===== config.mk =====
export PLATFORM = sky130hd
export DESIGN_NAME = task_period_sync_trigger
export DESIGN_NICKNAME = d
export VERILOG_FILES = /design/src/task_sync_pkg.sv /design/src/task_period_sync_trigger.sv
export VERILOG_INCLUDE_DIRS = /design/src
export SDC_FILE = /design/constraint.sdc
export NUM_CORES = 1
export LEC_CHECK = 0
export BUFFER_PORTS_ARGS = -buffer_cell sky130_fd_sc_hd__buf_2
export CORE_MARGIN = 2
export CORE_UTILIZATION = 40
export CTS_CLUSTER_DIAMETER = 200
export DETAILED_ROUTE_END_ITERATION = 10
export PLACE_DENSITY = 0.65
export SLEW_MARGIN = 20
export SYNTH_ARGS = -nofsm -noshare
export SYNTH_HDL_FRONTEND = slang
export SYNTH_SLANG_ARGS = --single-unit

===== constraint.sdc =====
create_clock -name pclk -period 3.9 [get_ports pclk]
set_input_delay 0.585 -clock pclk [delete_from_list [all_inputs] [get_ports pclk]]
set_output_delay 0.585 -clock pclk [all_outputs]
set_load 0.01 [all_outputs]

===== src/task_sync_consts.svh =====
/*
 * Constants for the task period scheduler with shared sync trigger:
 * register offsets, field positions, reset values, codes and times.
 * Assumes inclusion by bare name from the design file.
 */
`ifndef TASK_SYNC_CONSTS_SVH
`define TASK_SYNC_CONSTS_SVH

// Register byte offsets
`define OFF_CTRL            8'h00
`define OFF_STATUS          8'h04
`define OFF_INTERVAL        8'h08

// Control register fields
`define CTRL_PERIOD_LSB     0
`define CTRL_PERIOD_MSB     2
`define CTRL_ROLE_LSB       4
`define CTRL_ROLE_MSB       5
`define CTRL_SERIAL_LSB     8
`define CTRL_SERIAL_MSB     15

// Reset values
`define RST_PERIOD_SEL      3'h1
`define RST_ROLE            2'h0
`define RST_SERIAL_MODE     8'h01

// Period selector codes
`define PERIOD_SEL_MIN      3'h1
`define PERIOD_SEL_MAX      3'h6

// Role codes
`define ROLE_PRODUCER       2'h1
`define ROLE_CONSUMER       2'h2

// Serial sync mode meaning slave of the inter-drive scheme
`define SERIAL_MODE_SLAVE   8'h1A

// Status codes
`define STAT_NONE           8'h00
`define STAT_TOO_SLOW       8'h02
`define STAT_PRODUCER       8'h05
`define STAT_CONSUMER       8'h06
`define STAT_PRODUCER_EXT   8'h0D

// Timing: clock period and shortest task period, in ns
`define CLK_PERIOD_NS       5
`define BASE_PERIOD_NS      250000

// Allowed jitter of a measured trigger interval, in cycles
`define MEAS_TOL            24'h000004

`endif


===== src/task_sync_pkg.sv =====
/*
 * Types shared by the task period scheduler.
 * Assumes task_sync_consts.svh is on the include path.
 */
package task_sync_pkg;
    // Sequencing of the three position tasks inside one period
    typedef enum logic [1:0] {
        TASK_IDLE,
        TASK_FIRST,
        TASK_ADVANCED,
        TASK_SECOND
    } task_state_t;
endpackage


===== src/task_period_sync_trigger.sv =====
/*
 * Task period scheduler with shared synchronisation trigger, APB slave.
 * Assumes: pclk 200 MHz, presetn async active low, trigger and
 * inter-drive sync pins asynchronous, task done strobes on pclk.
 */
//
// Behaviour
// - Role 1 produces trigger, 2 consumes
// - Producer pulses trigger every period start
// - Selector 1..6 gives 250us..8ms periods
// - Trigger re-phases consumer period timer
// - Consumer syncs if own period not longer
// - Longer-period consumer ignores trigger, runs free
// - Status 5 producer, 6 consumer achieved
// - Status 13 producing under inter-drive sync
// - Status 2 when consumer period too long
// - Status is read-only, reflects achieved role
// - Serial sync slave forces role to producer
// - Tasks start first, advanced, then second
// - Only the task group start is aligned
`include "task_sync_consts.svh"

module task_period_sync_trigger #(
    parameter int BASE_PERIOD_CYCLES = `BASE_PERIOD_NS / `CLK_PERIOD_NS,
    parameter int CNT_W              = 24
) (
    input  wire logic        pclk,                         // APB clock
    input  wire logic        presetn,                      // Async reset, active low
    input  wire logic        psel,                         // APB select
    input  wire logic        penable,                      // APB enable
    input  wire logic        pwrite,                       // APB direction
    input  wire logic [7:0]  paddr,                        // APB byte address
    input  wire logic [31:0] pwdata,                       // APB write data
    output logic      [31:0] prdata,                       // APB read data
    output logic             pready,                       // APB ready
    output logic             pslverr,                      // APB error
    input  wire logic        sync_trigger_in,              // Trigger from other modules
    output logic             sync_trigger_out,             // Trigger pulse to others
    input  wire logic        inter_drive_sync_signal,      // Serial scheme sync pin
    output logic             first_position_task,          // First task start pulse
    output logic             advanced_position_task,       // Advanced task start pulse
    output logic             second_position_task,         // Second task start pulse
    input  wire logic        first_task_done,              // First task finished
    input  wire logic        advanced_task_done,           // Advanced task finished
    input  wire logic        second_task_done              // Second task finished
);

    generate
        if (BASE_PERIOD_CYCLES < 4 || CNT_W > 31 || (64'(BASE_PERIOD_CYCLES) * 64'd32) >= (64'd1 << CNT_W))
        begin : g_bad_params
            $error("task_period_sync_trigger: period does not fit counter");
        end
    endgenerate

    // Period decode: base period doubled per selector step
    function automatic logic [CNT_W-1:0] period_cycles(input logic [2:0] sel);
        logic [CNT_W-1:0] base;
        base = CNT_W'(BASE_PERIOD_CYCLES);
        if (sel >= `PERIOD_SEL_MIN && sel <= `PERIOD_SEL_MAX)
            period_cycles = base << (sel - `PERIOD_SEL_MIN);
        else
            period_cycles = '0;
    endfunction

    logic [2:0]             task_period_select;
    logic [1:0]             sync_role_select;
    logic [7:0]             serial_sync_mode_select;
    logic [7:0]             sync_status_value;
    logic [2:0]             trig_sync;
    logic [2:0]             idrv_sync;
    logic [CNT_W-1:0]       period_cnt;
    logic [CNT_W-1:0]       meas_cnt;
    logic [CNT_W-1:0]       producer_period;
    logic                   have_period;
    logic                   rephased;
    logic                   idrv_seen;
    task_sync_pkg::task_state_t state;
    task_sync_pkg::task_state_t next_state;
    logic [7:0]             next_status;

    // Decode and selection
    wire              serial_slave = (serial_sync_mode_select == `SERIAL_MODE_SLAVE);
    wire              is_producer  = (sync_role_select == `ROLE_PRODUCER);
    wire              is_consumer  = (sync_role_select == `ROLE_CONSUMER);
    wire [CNT_W-1:0]  own_period   = period_cycles(task_period_select);
    wire              period_ok    = (own_period != '0);
    wire              trig_edge    = trig_sync[1] & ~trig_sync[2];
    wire              idrv_edge    = idrv_sync[1] & ~idrv_sync[2];
    wire              sync_ok      = have_period && (own_period <= producer_period + CNT_W'(`MEAS_TOL));
    wire              wrap         = period_ok && (period_cnt >= own_period - CNT_W'(1));
    wire              consumer_rephase = is_consumer && period_ok && trig_edge && sync_ok;
    wire              producer_rephase = is_producer && period_ok && serial_slave && idrv_edge;
    wire              resync       = consumer_rephase | producer_rephase;
    wire              period_start = wrap | resync;
    wire              apb_access   = psel & penable;
    wire              wr_ctrl      = apb_access & pwrite & (paddr == `OFF_CTRL);
    wire              addr_known   = (paddr == `OFF_CTRL) || (paddr == `OFF_STATUS) || (paddr == `OFF_INTERVAL);

    // Two flip-flops on each pin before use, third for the edge
    always_ff @(posedge pclk or negedge presetn)
    begin
        if (!presetn)
        begin
            trig_sync <= 3'h0;
            idrv_sync <= 3'h0;
        end
        else
        begin
            trig_sync <= {trig_sync[1:0], sync_trigger_in};
            idrv_sync <= {idrv_sync[1:0], inter_drive_sync_signal};
        end
    end

    // Control register; the serial slave force beats a software write
    always_ff @(posedge pclk or negedge presetn)
    begin
        if (!presetn)
        begin
            task_period_select      <= `RST_PERIOD_SEL;
            sync_role_select        <= `RST_ROLE;
            serial_sync_mode_select <= `RST_SERIAL_MODE;
        end
        else
        begin
            if (wr_ctrl)
            begin
                task_period_select      <= pwdata[`CTRL_PERIOD_MSB:`CTRL_PERIOD_LSB];
                sync_role_select        <= pwdata[`CTRL_ROLE_MSB:`CTRL_ROLE_LSB];
                serial_sync_mode_select <= pwdata[`CTRL_SERIAL_MSB:`CTRL_SERIAL_LSB];
            end
            if (serial_slave)
                sync_role_select <= `ROLE_PRODUCER;
        end
    end

    // Period timer: wraps free, restarted by an accepted trigger
    always_ff @(posedge pclk or negedge presetn)
    begin
        if (!presetn)
            period_cnt <= '0;
        else if (!period_ok || period_start)
            period_cnt <= '0;
        else
            period_cnt <= period_cnt + CNT_W'(1);
    end

    // Trigger out only from the producer, one cycle per period
    always_ff @(posedge pclk or negedge presetn)
    begin
        if (!presetn)
            sync_trigger_out <= 1'b0;
        else
            sync_trigger_out <= is_producer & period_start;
    end

    // Measure producer period between trigger edges; saturates when none come
    always_ff @(posedge pclk or negedge presetn)
    begin
        if (!presetn)
        begin
            meas_cnt        <= '1; // Saturated: first edge only starts a measurement
            producer_period <= '0;
            have_period     <= 1'b0;
        end
        else if (trig_edge)
        begin
            meas_cnt        <= CNT_W'(1);
            producer_period <= meas_cnt;
            have_period     <= (meas_cnt != '0) && (meas_cnt != '1);
        end
        else if (meas_cnt != '1)
            meas_cnt <= meas_cnt + CNT_W'(1);
        else
            have_period <= 1'b0; // Trigger stopped: producer period unknown
    end

    // Achievement flags, dropped when the role changes
    always_ff @(posedge pclk or negedge presetn)
    begin
        if (!presetn)
        begin
            rephased  <= 1'b0;
            idrv_seen <= 1'b0;
        end
        else
        begin
            // Set beats clear: a re-phase in the write cycle still counts
            if (consumer_rephase)
                rephased <= 1'b1;
            else if (wr_ctrl || !is_consumer || !have_period || !sync_ok)
                rephased <= 1'b0;
            if (producer_rephase)
                idrv_seen <= 1'b1;
            else if (wr_ctrl || !serial_slave || !is_producer)
                idrv_seen <= 1'b0;
        end
    end

    // Status value is computed from hardware state only; writes ignored
    always_comb
    begin
        next_status = `STAT_NONE;
        if (is_producer && period_ok)
            next_status = (serial_slave && idrv_seen) ? `STAT_PRODUCER_EXT : `STAT_PRODUCER;
        else if (is_consumer && period_ok && have_period && !sync_ok)
            next_status = `STAT_TOO_SLOW;
        else if (is_consumer && rephased)
            next_status = `STAT_CONSUMER;
    end

    always_ff @(posedge pclk or negedge presetn)
    begin
        if (!presetn)
            sync_status_value <= `STAT_NONE;
        else
            sync_status_value <= next_status;
    end

    // Task sequencing; a new period restarts the group even if late
    always_comb
    begin
        next_state = state;
        unique case (state)
            task_sync_pkg::TASK_IDLE:     next_state = state;
            task_sync_pkg::TASK_FIRST:    if (first_task_done) next_state = task_sync_pkg::TASK_ADVANCED;
            task_sync_pkg::TASK_ADVANCED: if (advanced_task_done) next_state = task_sync_pkg::TASK_SECOND;
            task_sync_pkg::TASK_SECOND:   if (second_task_done) next_state = task_sync_pkg::TASK_IDLE;
        endcase
        if (period_start)
            next_state = task_sync_pkg::TASK_FIRST;
    end

    always_ff @(posedge pclk or negedge presetn)
    begin
        if (!presetn)
        begin
            state                  <= task_sync_pkg::TASK_IDLE;
            first_position_task    <= 1'b0;
            advanced_position_task <= 1'b0;
            second_position_task   <= 1'b0;
        end
        else
        begin
            state                  <= next_state;
            first_position_task    <= period_start;
            advanced_position_task <= !period_start && state == task_sync_pkg::TASK_FIRST && first_task_done;
            second_position_task   <= !period_start && state == task_sync_pkg::TASK_ADVANCED && advanced_task_done;
        end
    end

    // APB answers in the access cycle; unmapped addresses flag an error
    assign pready  = 1'b1;
    assign pslverr = apb_access & ~addr_known;

    always_ff @(posedge pclk or negedge presetn)
    begin
        if (!presetn)
            prdata <= 32'h00000000;
        else if (psel && !penable && !pwrite)
        begin
            unique case (paddr)
                `OFF_CTRL:     prdata <= {16'h0000, serial_sync_mode_select, 2'h0, sync_role_select,
                                          1'b0, task_period_select};
                `OFF_STATUS:   prdata <= {24'h000000, next_status};
                `OFF_INTERVAL: prdata <= 32'(producer_period);
                default:       prdata <= 32'h00000000;
            endcase
        end
    end

    logic [CNT_W-1:0] since_start;
    always_ff @(posedge pclk or negedge presetn)
    begin
        if (!presetn)
            since_start <= '0;
        else if (period_start || !period_ok)
            since_start <= '0;
        else
            since_start <= since_start + CNT_W'(1);
    end
endmodule // task_period_sync_trigger


# After elaboration in Yosys (flattened, before gate mapping)
# Cells that the tools add are included.
# word_totals
ff_bits,132
input_bits,50
out_inout_bits,38
# classes
addsub,5
n_lt_le_gt_ge,4
eq_ne,14
shift,1
mux,22
n_bitwise,12
reduce_logical,46
# op_table
operator,count
24-bit two-way mux,4
24-bit case mux with 3 select lines,1
"24-bit by 1-bit adder with 24-bit output, second input constant",2
24-bit nonzero test,2
"24-bit by 3-bit adder with 24-bit output, second input constant",1
24-bit >= comparator,1
24-bit <= comparator,1
"24-bit inequality test, second input constant",1
"16-bit by 3-bit left shift with 24-bit output, first input constant",1
"24-bit by 1-bit subtractor with 24-bit output, second input constant",1
1-bit logical AND,20
2-bit two-way mux,6
1-bit logical NOT,9
"3-bit inequality test, second input constant",3
"8-bit by 3-bit equality test with 1-bit output, second input constant",1
"8-bit by 4-bit equality test with 1-bit output, second input constant",1
"8-bit by 5-bit equality test with 1-bit output, second input constant",1
8-bit logical NOT,1
1-bit logical OR,8
4-bit two-way mux,2
2-bit nonzero test,4
1-bit AND,7
"2-bit equality test, second input constant",3
1-bit two-way mux,6
11 further kinds,17

# Depth between registers and ports, before layout
# Gate-level depths: netlist (run 1).
# depth
depth_word,12
depth_mapped,21

# Least setup slack after synthesis (run 1)
# No wires, ideal clock.
# synth_path
path_kind,reg2reg
start,register task_period_select[1]
end,register period_cnt[17]
arrival_ns,4.167
required_ns,3.781
slack_ns,-0.385
stages_incl_launch_ff,22
n_path_buf,4
synth_period_minus_slack_ns,4.285
cell_sequence,dfrtp_1 -> clkbuf_1 -> inv_1 -> ha_1 -> or3_1 -> nand2_1 -> o21ai_0 -> nand2_1 -> ha_1 -> clkbuf_1 -> nand2_1 -> clkbuf_1 -> and3_1 -> ha_1 -> nand3_1 -> or4_1 -> o21ai_0 -> o21a_1 -> nor2_1 -> o211ai_4 -> buf_6 -> nor2_1
# synth_via
elab_chain_cells,11
word_cells_on_any_way,23
classes_between,2 x add/sub; 4 x order compare; 1 x shift; 2 x mux; 2 x bitwise; 12 x reduce/logical
# synth_lines
element,line,rtl
"start, declared",task_period_sync_trigger.sv:65,logic [2:0] task_period_select;
"start signal, assigned",task_period_sync_trigger.sv:119,task_period_select <= `RST_PERIOD_SEL;
"start signal, assigned",task_period_sync_trigger.sv:127,task_period_select <= pwdata[`CTRL_PERIOD_MSB:`CTRL_PERIOD_LSB];
"3-bit by 1-bit subtractor with 3-bit output (no line), or another cell as far along",--,
16-bit by 3-bit left shift with 24-bit output / 1-bit logical AND (equally long branches),--,
24-bit two-way mux *,task_period_sync_trigger.sv:59,if (sel >= `PERIOD_SEL_MIN && sel <= `PERIOD_SEL_MAX)
"parallel branches: the longest is 6 deep, another holds 24-bit by 1-bit subtractor with 24-bit output",--,
1-bit logical OR *,--,
24-bit two-way mux *,task_period_sync_trigger.sv:141,else if (!period_ok || period_start)
"end signal, assigned",task_period_sync_trigger.sv:144,period_cnt <= period_cnt + CNT_W'(1);
"end, declared",task_period_sync_trigger.sv:71,logic [CNT_W-1:0] period_cnt;
# Mark *: on every way between the ends.
# A chain may end at the register's enable or synchronous reset.

# Worst setup path in the final report (run 1)
# layout_path
start,register task_period_select[0]
end,register period_cnt[8]
# Same word-level chain as after synthesis.

==> metrics.cfg, run 1 <==
[floorplan]
start_util_pct=40.67
fp.dieArea_um2=19300
core_area_um2=17900
pin_count=88
dieHeight_um=138.9
rows=49
fp.dieW_um=138.9

[global_route]
gr-usage-met2_pct=27.04
grt_pass1_wl_mm=27.99
gr-usage-met3_pct=3.522
grt_usage_pct=17.84
antenna_found_initial=0
grt_max_degree=59
grt_pass1_vias=5477
grt_busiest_layer=met2
use_met1_pct=25.07
overflow=0

[power]
p_leak_nw=4.116
irDropWorstVdd_mv=0.3400
cellPowerDensity_nw_per_um2=400.1
p_int_mw=2.566
clock_power_share_pct=47.5
power_switching_mw=0.8819
seq_power_share_pct=42.1
p_comb_share_pct=10.3
switching_share_pct=25.58

[synthesis]
synthTopCellsByCount=98 x dfrtp_1, 81 x nand2_1, 76 x nor2_1
synth_area_leaders=dfrtp_1 34%, dfstp_2 9.4%, ha_1 8.6%, xor2_1 4.9%, mux2_2 4.6%
synth_async_sr_flop_share_pct=100.0
synth_cells=751
ys_seq_area_share_pct=43.07
yosysTopAreaCellShare_pct=33.68
synth_ff_type=dfrtp_1
syn_avg_cell_area_um2=9.695
ys_types=59
ys_warn_count=0
synth_seq_cells=124
synth.most_common_cell=dfrtp_1
synth_edf_count=0
synth_top_area_cell=dfrtp_1
synth_area_um2=7281

[clocking]
numCtsBuffers=17
tritoncts=yes
cts_buffer_depth=2
ctsHtreeMaxLevel=4
clk_pin_slew_ns=0.06
clock_latency_ns=0.42
cts_hold_buffers=0
root_buffer=clkbuf_16
cts_sinks=124

[sta]
setup-violations-final=0
tns_ns=0
slew_violations=0
period_needed_ns=3.618
fin_skew_ns=0.01177
fin_crit_sh_pct=92.76
report.final.hold_viol_count=0
tightest_slew_ns=0.9320
relSlewSlack_pct=37.72
rsz0062_at_grt=false
clock.fmax_ghz=0.2764

[route]
vias=5662
drc=0
routed_wl_mm=16.57
via_per_inst=5.287
ant_nets=0
routedWlPerCell_um=15.47
drt-pass1-iter-count=4
drtIter0Drc=326

[setup_path]
reg2reg_depth=18
worstSetupStartpointType=register
cp.required_ns=4.20
crit_fanout=24
worstPathArrival_ns=3.92
timing_worst_setup_path_type=reg -> reg
cp-end-kind=register

[hold_path]
hold_class=in -> async

[final_layout]
multi_input_area_um2=3973
regArea_um2=3136
syn2layout_area_growth_pct=18.37
layout.cells.non_filler=1071
n_antenna_cell=0
nets=929
fillerInstances=1691
final_layout_size_suffix_gt1_share_pct=23.04

[placement]
place.port_buffers=59
dp_hpwl_mm=12.22
gp_congestion=0.8908
placed_cells=1037

[run_status]
outcome=completed

[run]
cap_violations=0

[repair_timing]
item                       4_1_cts  5_1_grt
buffers inserted                 0        2
resized for setup                0       15
setup endpoints to repair        0       31
hold endpoints to repair         0        0
[final timing paths]
kind	from	endpoint	slack, ns
min in group pclk	inter_drive_sync_signal	idrv_sync[0]	0.27
worst max-delay path	task_period_select[0]	period_cnt[8]	0.28
worst min register to register	trig_sync[0]	trig_sync[1]	0.35
worst max register to register	task_period_select[0]	period_cnt[8]	0.28
worst min-delay path	presetn	period_cnt[1]	0.23
max in group asynchronous	presetn	sync_role_select[0]	2.88
[layer usage]
metal  share of wire, %  vias up
li1                   -     2779
met1                 49     2723
met2                 45      130
met3                3.9       30
met4                2.6        0
met5                  0        -
[layout by cell type (no fill, tap or decap), types with 16 or more instances in the layout]
cell,count
a21oi_1,32
and3_1,16
buf_2,58
buf_4,26
clkbuf_16,17
dfrtp_1,98
dfstp_2,26
ha_1,48
inv_1,21
mux2_2,30
nand2_1,81
nand3_1,30
nand4_1,16
nor2_1,73
o21ai_0,33
xnor2_1,25
xor2_1,41
[kinds of logic (layout without fill, tap and decap cells)]
group,count (synthesis),after routing,synth area share (%)
AO/OA/AOI/OAI,119,119,10.31
XOR/XNOR,66,66,7.939
adder cells (fa/ha/maj),50,50,8.593
buffers and inverters,56,140,3.609
flip-flops,124,124,43.07
multiplexers,44,44,6.565
other,2,9,0.1031
AND/OR/NAND/NOR,290,290,19.81
[worst max-delay path, cell delays in order, from the launching register on]
cell,delay (ns)
dfstp_2,0.57
inv_1,0.11
ha_1,0.26
nor2_1,0.13
nand2_1,0.08
o21ai_2,0.10
nand2_1,0.14
ha_1,0.26
o21ai_1,0.15
a22oi_1,0.09
ha_1,0.29
nand4_1,0.09
or4_1,0.50
o21ai_1,0.16
o21a_1,0.15
nor2_2,0.07
o211ai_4,0.09
buf_12,0.19
nor2_1,0.06
[state kept, by name (all words and copies together), names as in the netlist, 3 cells and up]
signal	flops
serial_sync_mode_select	8
meas_cnt	24
idrv_sync	3
trig_sync	3
task_period_select	3
prdata	24
period_cnt	24
producer_period	24
[power by group through the flow]
stage / combinational (mW) / sequential [mW] / clock [mW]
2_1_floorplan: 0.249 / 1.43 / 0
3_3_place_gp: 0.344 / 1.47 / 0
3_5_place_dp: 0.349 / 1.47 / 0
4_1_cts: 0.351 / 1.45 / 1.67
5_1_grt: 0.406 / 1.46 / 1.73
6_report: 0.357 / 1.45 / 1.64
[per-stage QoR]
step | hold WS (ns) | instance area [um2] | power (mW) | setup WS [ns] | util (%)
floorplan | 0.2894 | 7318 | 1.683 | 0.005129 | -
detailed placement | 0.3347 | 7949 | 1.818 | 0.07917 | 44.40
CTS | 0.2479 | 8564 | 3.470 | 0.05066 | 47.84
global route | 0.2508 | 8618 | 3.598 | 0.0002078 | 48.14
global placement | 0.3323 | 7949 | 1.812 | 0.1546 | 44.40
finish | 0.2254 | 8618 | 3.448 | 0.2825 | 48.14
[cell type report]
| class | instances | area share [%] |
|---|---|---|
| multi-input cells | 578 | 46.09 |
| flip-flops and latches | 124 | 36.38 |
| repair buffers | 86 | 6.098 |
| clock buffers | 20 | 5.299 |
| well taps | 229 | 3.325 |
| clock inverters | 12 | 1.844 |
| inverters | 22 | 0.9582 |
Note: power is estimated with default switching activity, not from simulation.
==> inputs of run 2 (changes only) <==
Settings changed: CORE_UTILIZATION 40 to 53, PLACE_DENSITY 0.65 to 0.85.
==> run 2 against run 1 <==
Effect of this change:
- sequential cell count stayed put
- critical path type unchanged
- sequential power hardly changed
- total power down 0.90%
- fmax fell by 2.5%
- sequential share of layout area about the same
- clock skew is 0.0015 ns lower
- non-clock buffer count decreased by 3
- clock power shrank 3%
- wire length rose by 6.6%
==> metrics.cfg, run 2 (synthesis results as in run 1) <==
[run_status]
outcome=completed

[clocking]
ctsHtreeMaxLevel=4  ; unchanged
tritoncts=yes
cts_buffer_depth=2  ; unchanged
cts_sinks=124  ; unchanged
clock_latency_ns=0.43  ; about the same
numCtsBuffers=17  ; unchanged
clk_pin_slew_ns=0.06  ; about the same
root_buffer=clkbuf_16
post-cts-setup-buffers=0  ; unchanged

[final_layout]
design_area_um2=8608  ; -0.12%
final_layout_size_suffix_gt1_share_pct=23.60  ; +0.56 points
nets=926  ; -0.32%
multi_input_area_um2=4046  ; +1.9%
final_cell_mix=98 x dfrtp_1, 81 x nand2_1, 73 x nor2_1, 58 x buf_2, 47 x ha_1
final_common_cell=dfrtp_1
fillerInstances=1076  ; -36%
regArea_um2=3136  ; unchanged
syn2layout_area_growth_pct=18.23
n_antenna_cell=0  ; unchanged

[placement]
place.port_buffers=59  ; unchanged
gp_congestion=0.8938  ; +0.34%
dpl_cell_area_um2=7860  ; -1.1%
dp_hpwl_mm=12.15  ; -0.63%

[sta]
tightest_slew_ns=0.9185  ; -0.01350 ns
slew_violations=0  ; unchanged
relSlewSlack_pct=38.62  ; +0.90 points
report.final.hold_viol_count=0  ; unchanged
setup-violations-final=0  ; unchanged
period_needed_ns=3.712  ; +0.09437 ns
clock.fmax_ghz=0.2694  ; -2.5%
fin_crit_sh_pct=95.18  ; +2.4 points
whs_ns=0.2491  ; +0.02374 ns
fin_skew_ns=0.01025  ; -0.001517 ns
tns_ns=0  ; unchanged

[route]
routed_wl_mm=17.66  ; +6.6%
ant_nets=0  ; unchanged
vias=5924  ; +4.6%
drc=0  ; unchanged
routedWlPerCell_um=17.39  ; +12%
drt-pass1-iter-count=7  ; +3
via_per_inst=5.836  ; +10%
drtIter0Drc=431  ; +32%

[setup_path]
worstSetupStartpointType=register
cp-end-kind=register
slowest_delay_ns=0.49  ; -0.08 ns
timing_worst_setup_path_type=reg -> reg
path_cells=nand3_2, or3_1, buf_4, nor2_1, and3_1, xnor2_1, ha_1, nand2_1, nor3_2, buf_4, nand3_1, o31ai_4, a21oi_4, o211ai_4, clkbuf_16, nor2_1
crit_fanout=6  ; -75%
cp.required_ns=4.21  ; about the same
slowest_stage=or3_1
worstPathArrival_ns=4.03  ; +0.11 ns

[floorplan]
pin_count=88  ; unchanged
rows=42  ; -14%
core_area_um2=13350  ; -25%
fp.dieW_um=121.2  ; -13%
fp.dieArea_um2=14690  ; -24%
start_util_pct=54.55  ; +14 points
dieHeight_um=121.2  ; -13%

[run]
cap_violations=0  ; unchanged

[global_route]
grt_usage_pct=25.16  ; +7.3 points
grt_max_degree=125  ; +110%
grt_pass1_wl_mm=28.52  ; +1.9%
grt_pass1_vias=5777  ; +5.5%
antenna_found_initial=1  ; +1
overflow=0  ; unchanged

[power]
p_leak_nw=4.107  ; -0.23%
cellPowerDensity_nw_per_um2=396.9  ; -0.79%
irDropWorstVdd_mv=0.4196  ; +23%
p_total_mw=3.417  ; -0.90%

[hold_path]
hold_class=in -> async

-- run 2: where the power goes --
group	total (mW)	internal, mW	switching (mW)
sequential	1.45	1.36	0.0832
combinational	0.377	0.163	0.214
clock	1.59	0.982	0.610
total	3.42	2.51	0.907
-- run 2: final timing paths --
kind | slack, ns | depth (start not counted) | to | start
max | 0.19 | 16 | period_cnt[5] | producer_period[4]
min | 0.25 | 2 | period_cnt[3] | presetn
max reg2reg | 0.19 | 16 | period_cnt[5] | producer_period[4]
min reg2reg | 0.35 | 0 | trig_sync[1] | trig_sync[0]
max in group asynchronous | 3.17 | 2 | prdata[3] | presetn
min in group pclk | 0.26 | 1 | trig_sync[0] | sync_trigger_in
-- run 2: what timing repair did --
action / CTS / global route
endpoints found under the setup margin: 0 / 31
hold buffers: 0 / 0
gates resized for setup: 0 / 27
hold endpoints to repair: 0 / 0
-- run 2: metrics by stage --
stage                     worst slack, ns  utilization (%)  std cells
after floorplan                  0.005129                -        758
after detailed placement           0.1135            58.89        981
after global placement             0.1764            58.89        981
after global routing             -0.01045            64.49       1015
final                              0.1881            64.49       1015
after CTS                         0.09531            63.35       1013
-- run 2: layout make-up --
class | instances | area share, %
clock buffers | 21 | 5.349
clock inverters | 11 | 1.570
inverters | 22 | 0.9593
multi-input cells | 578 | 47.01
flip-flops and latches | 124 | 36.42
well taps | 176 | 2.558
repair buffers | 83 | 6.134
-- run 2: per-layer routing --
layer  share of wire (%)  vias up  track usage (%)
li1                    -     2785                -
met1                  42     2871            32.91
met2                  48      215            39.89
met3                 6.8       53            6.438
met4                 3.0        0            10.42
met5                   0        -                0
-- run 2: worst max-delay path: cells and delay by family (launching register included) --
family / cells / cell delay (ns)
xor gates and xnor gates: 1 / 0.07
adders and majority gates: 1 / 0.28
buffers and inverters: 3 / 0.58
AOI/OAI and AO/OA: 3 / 0.69
and+or+nand+nor: 8 / 1.51
DFF: 1 / 0.47
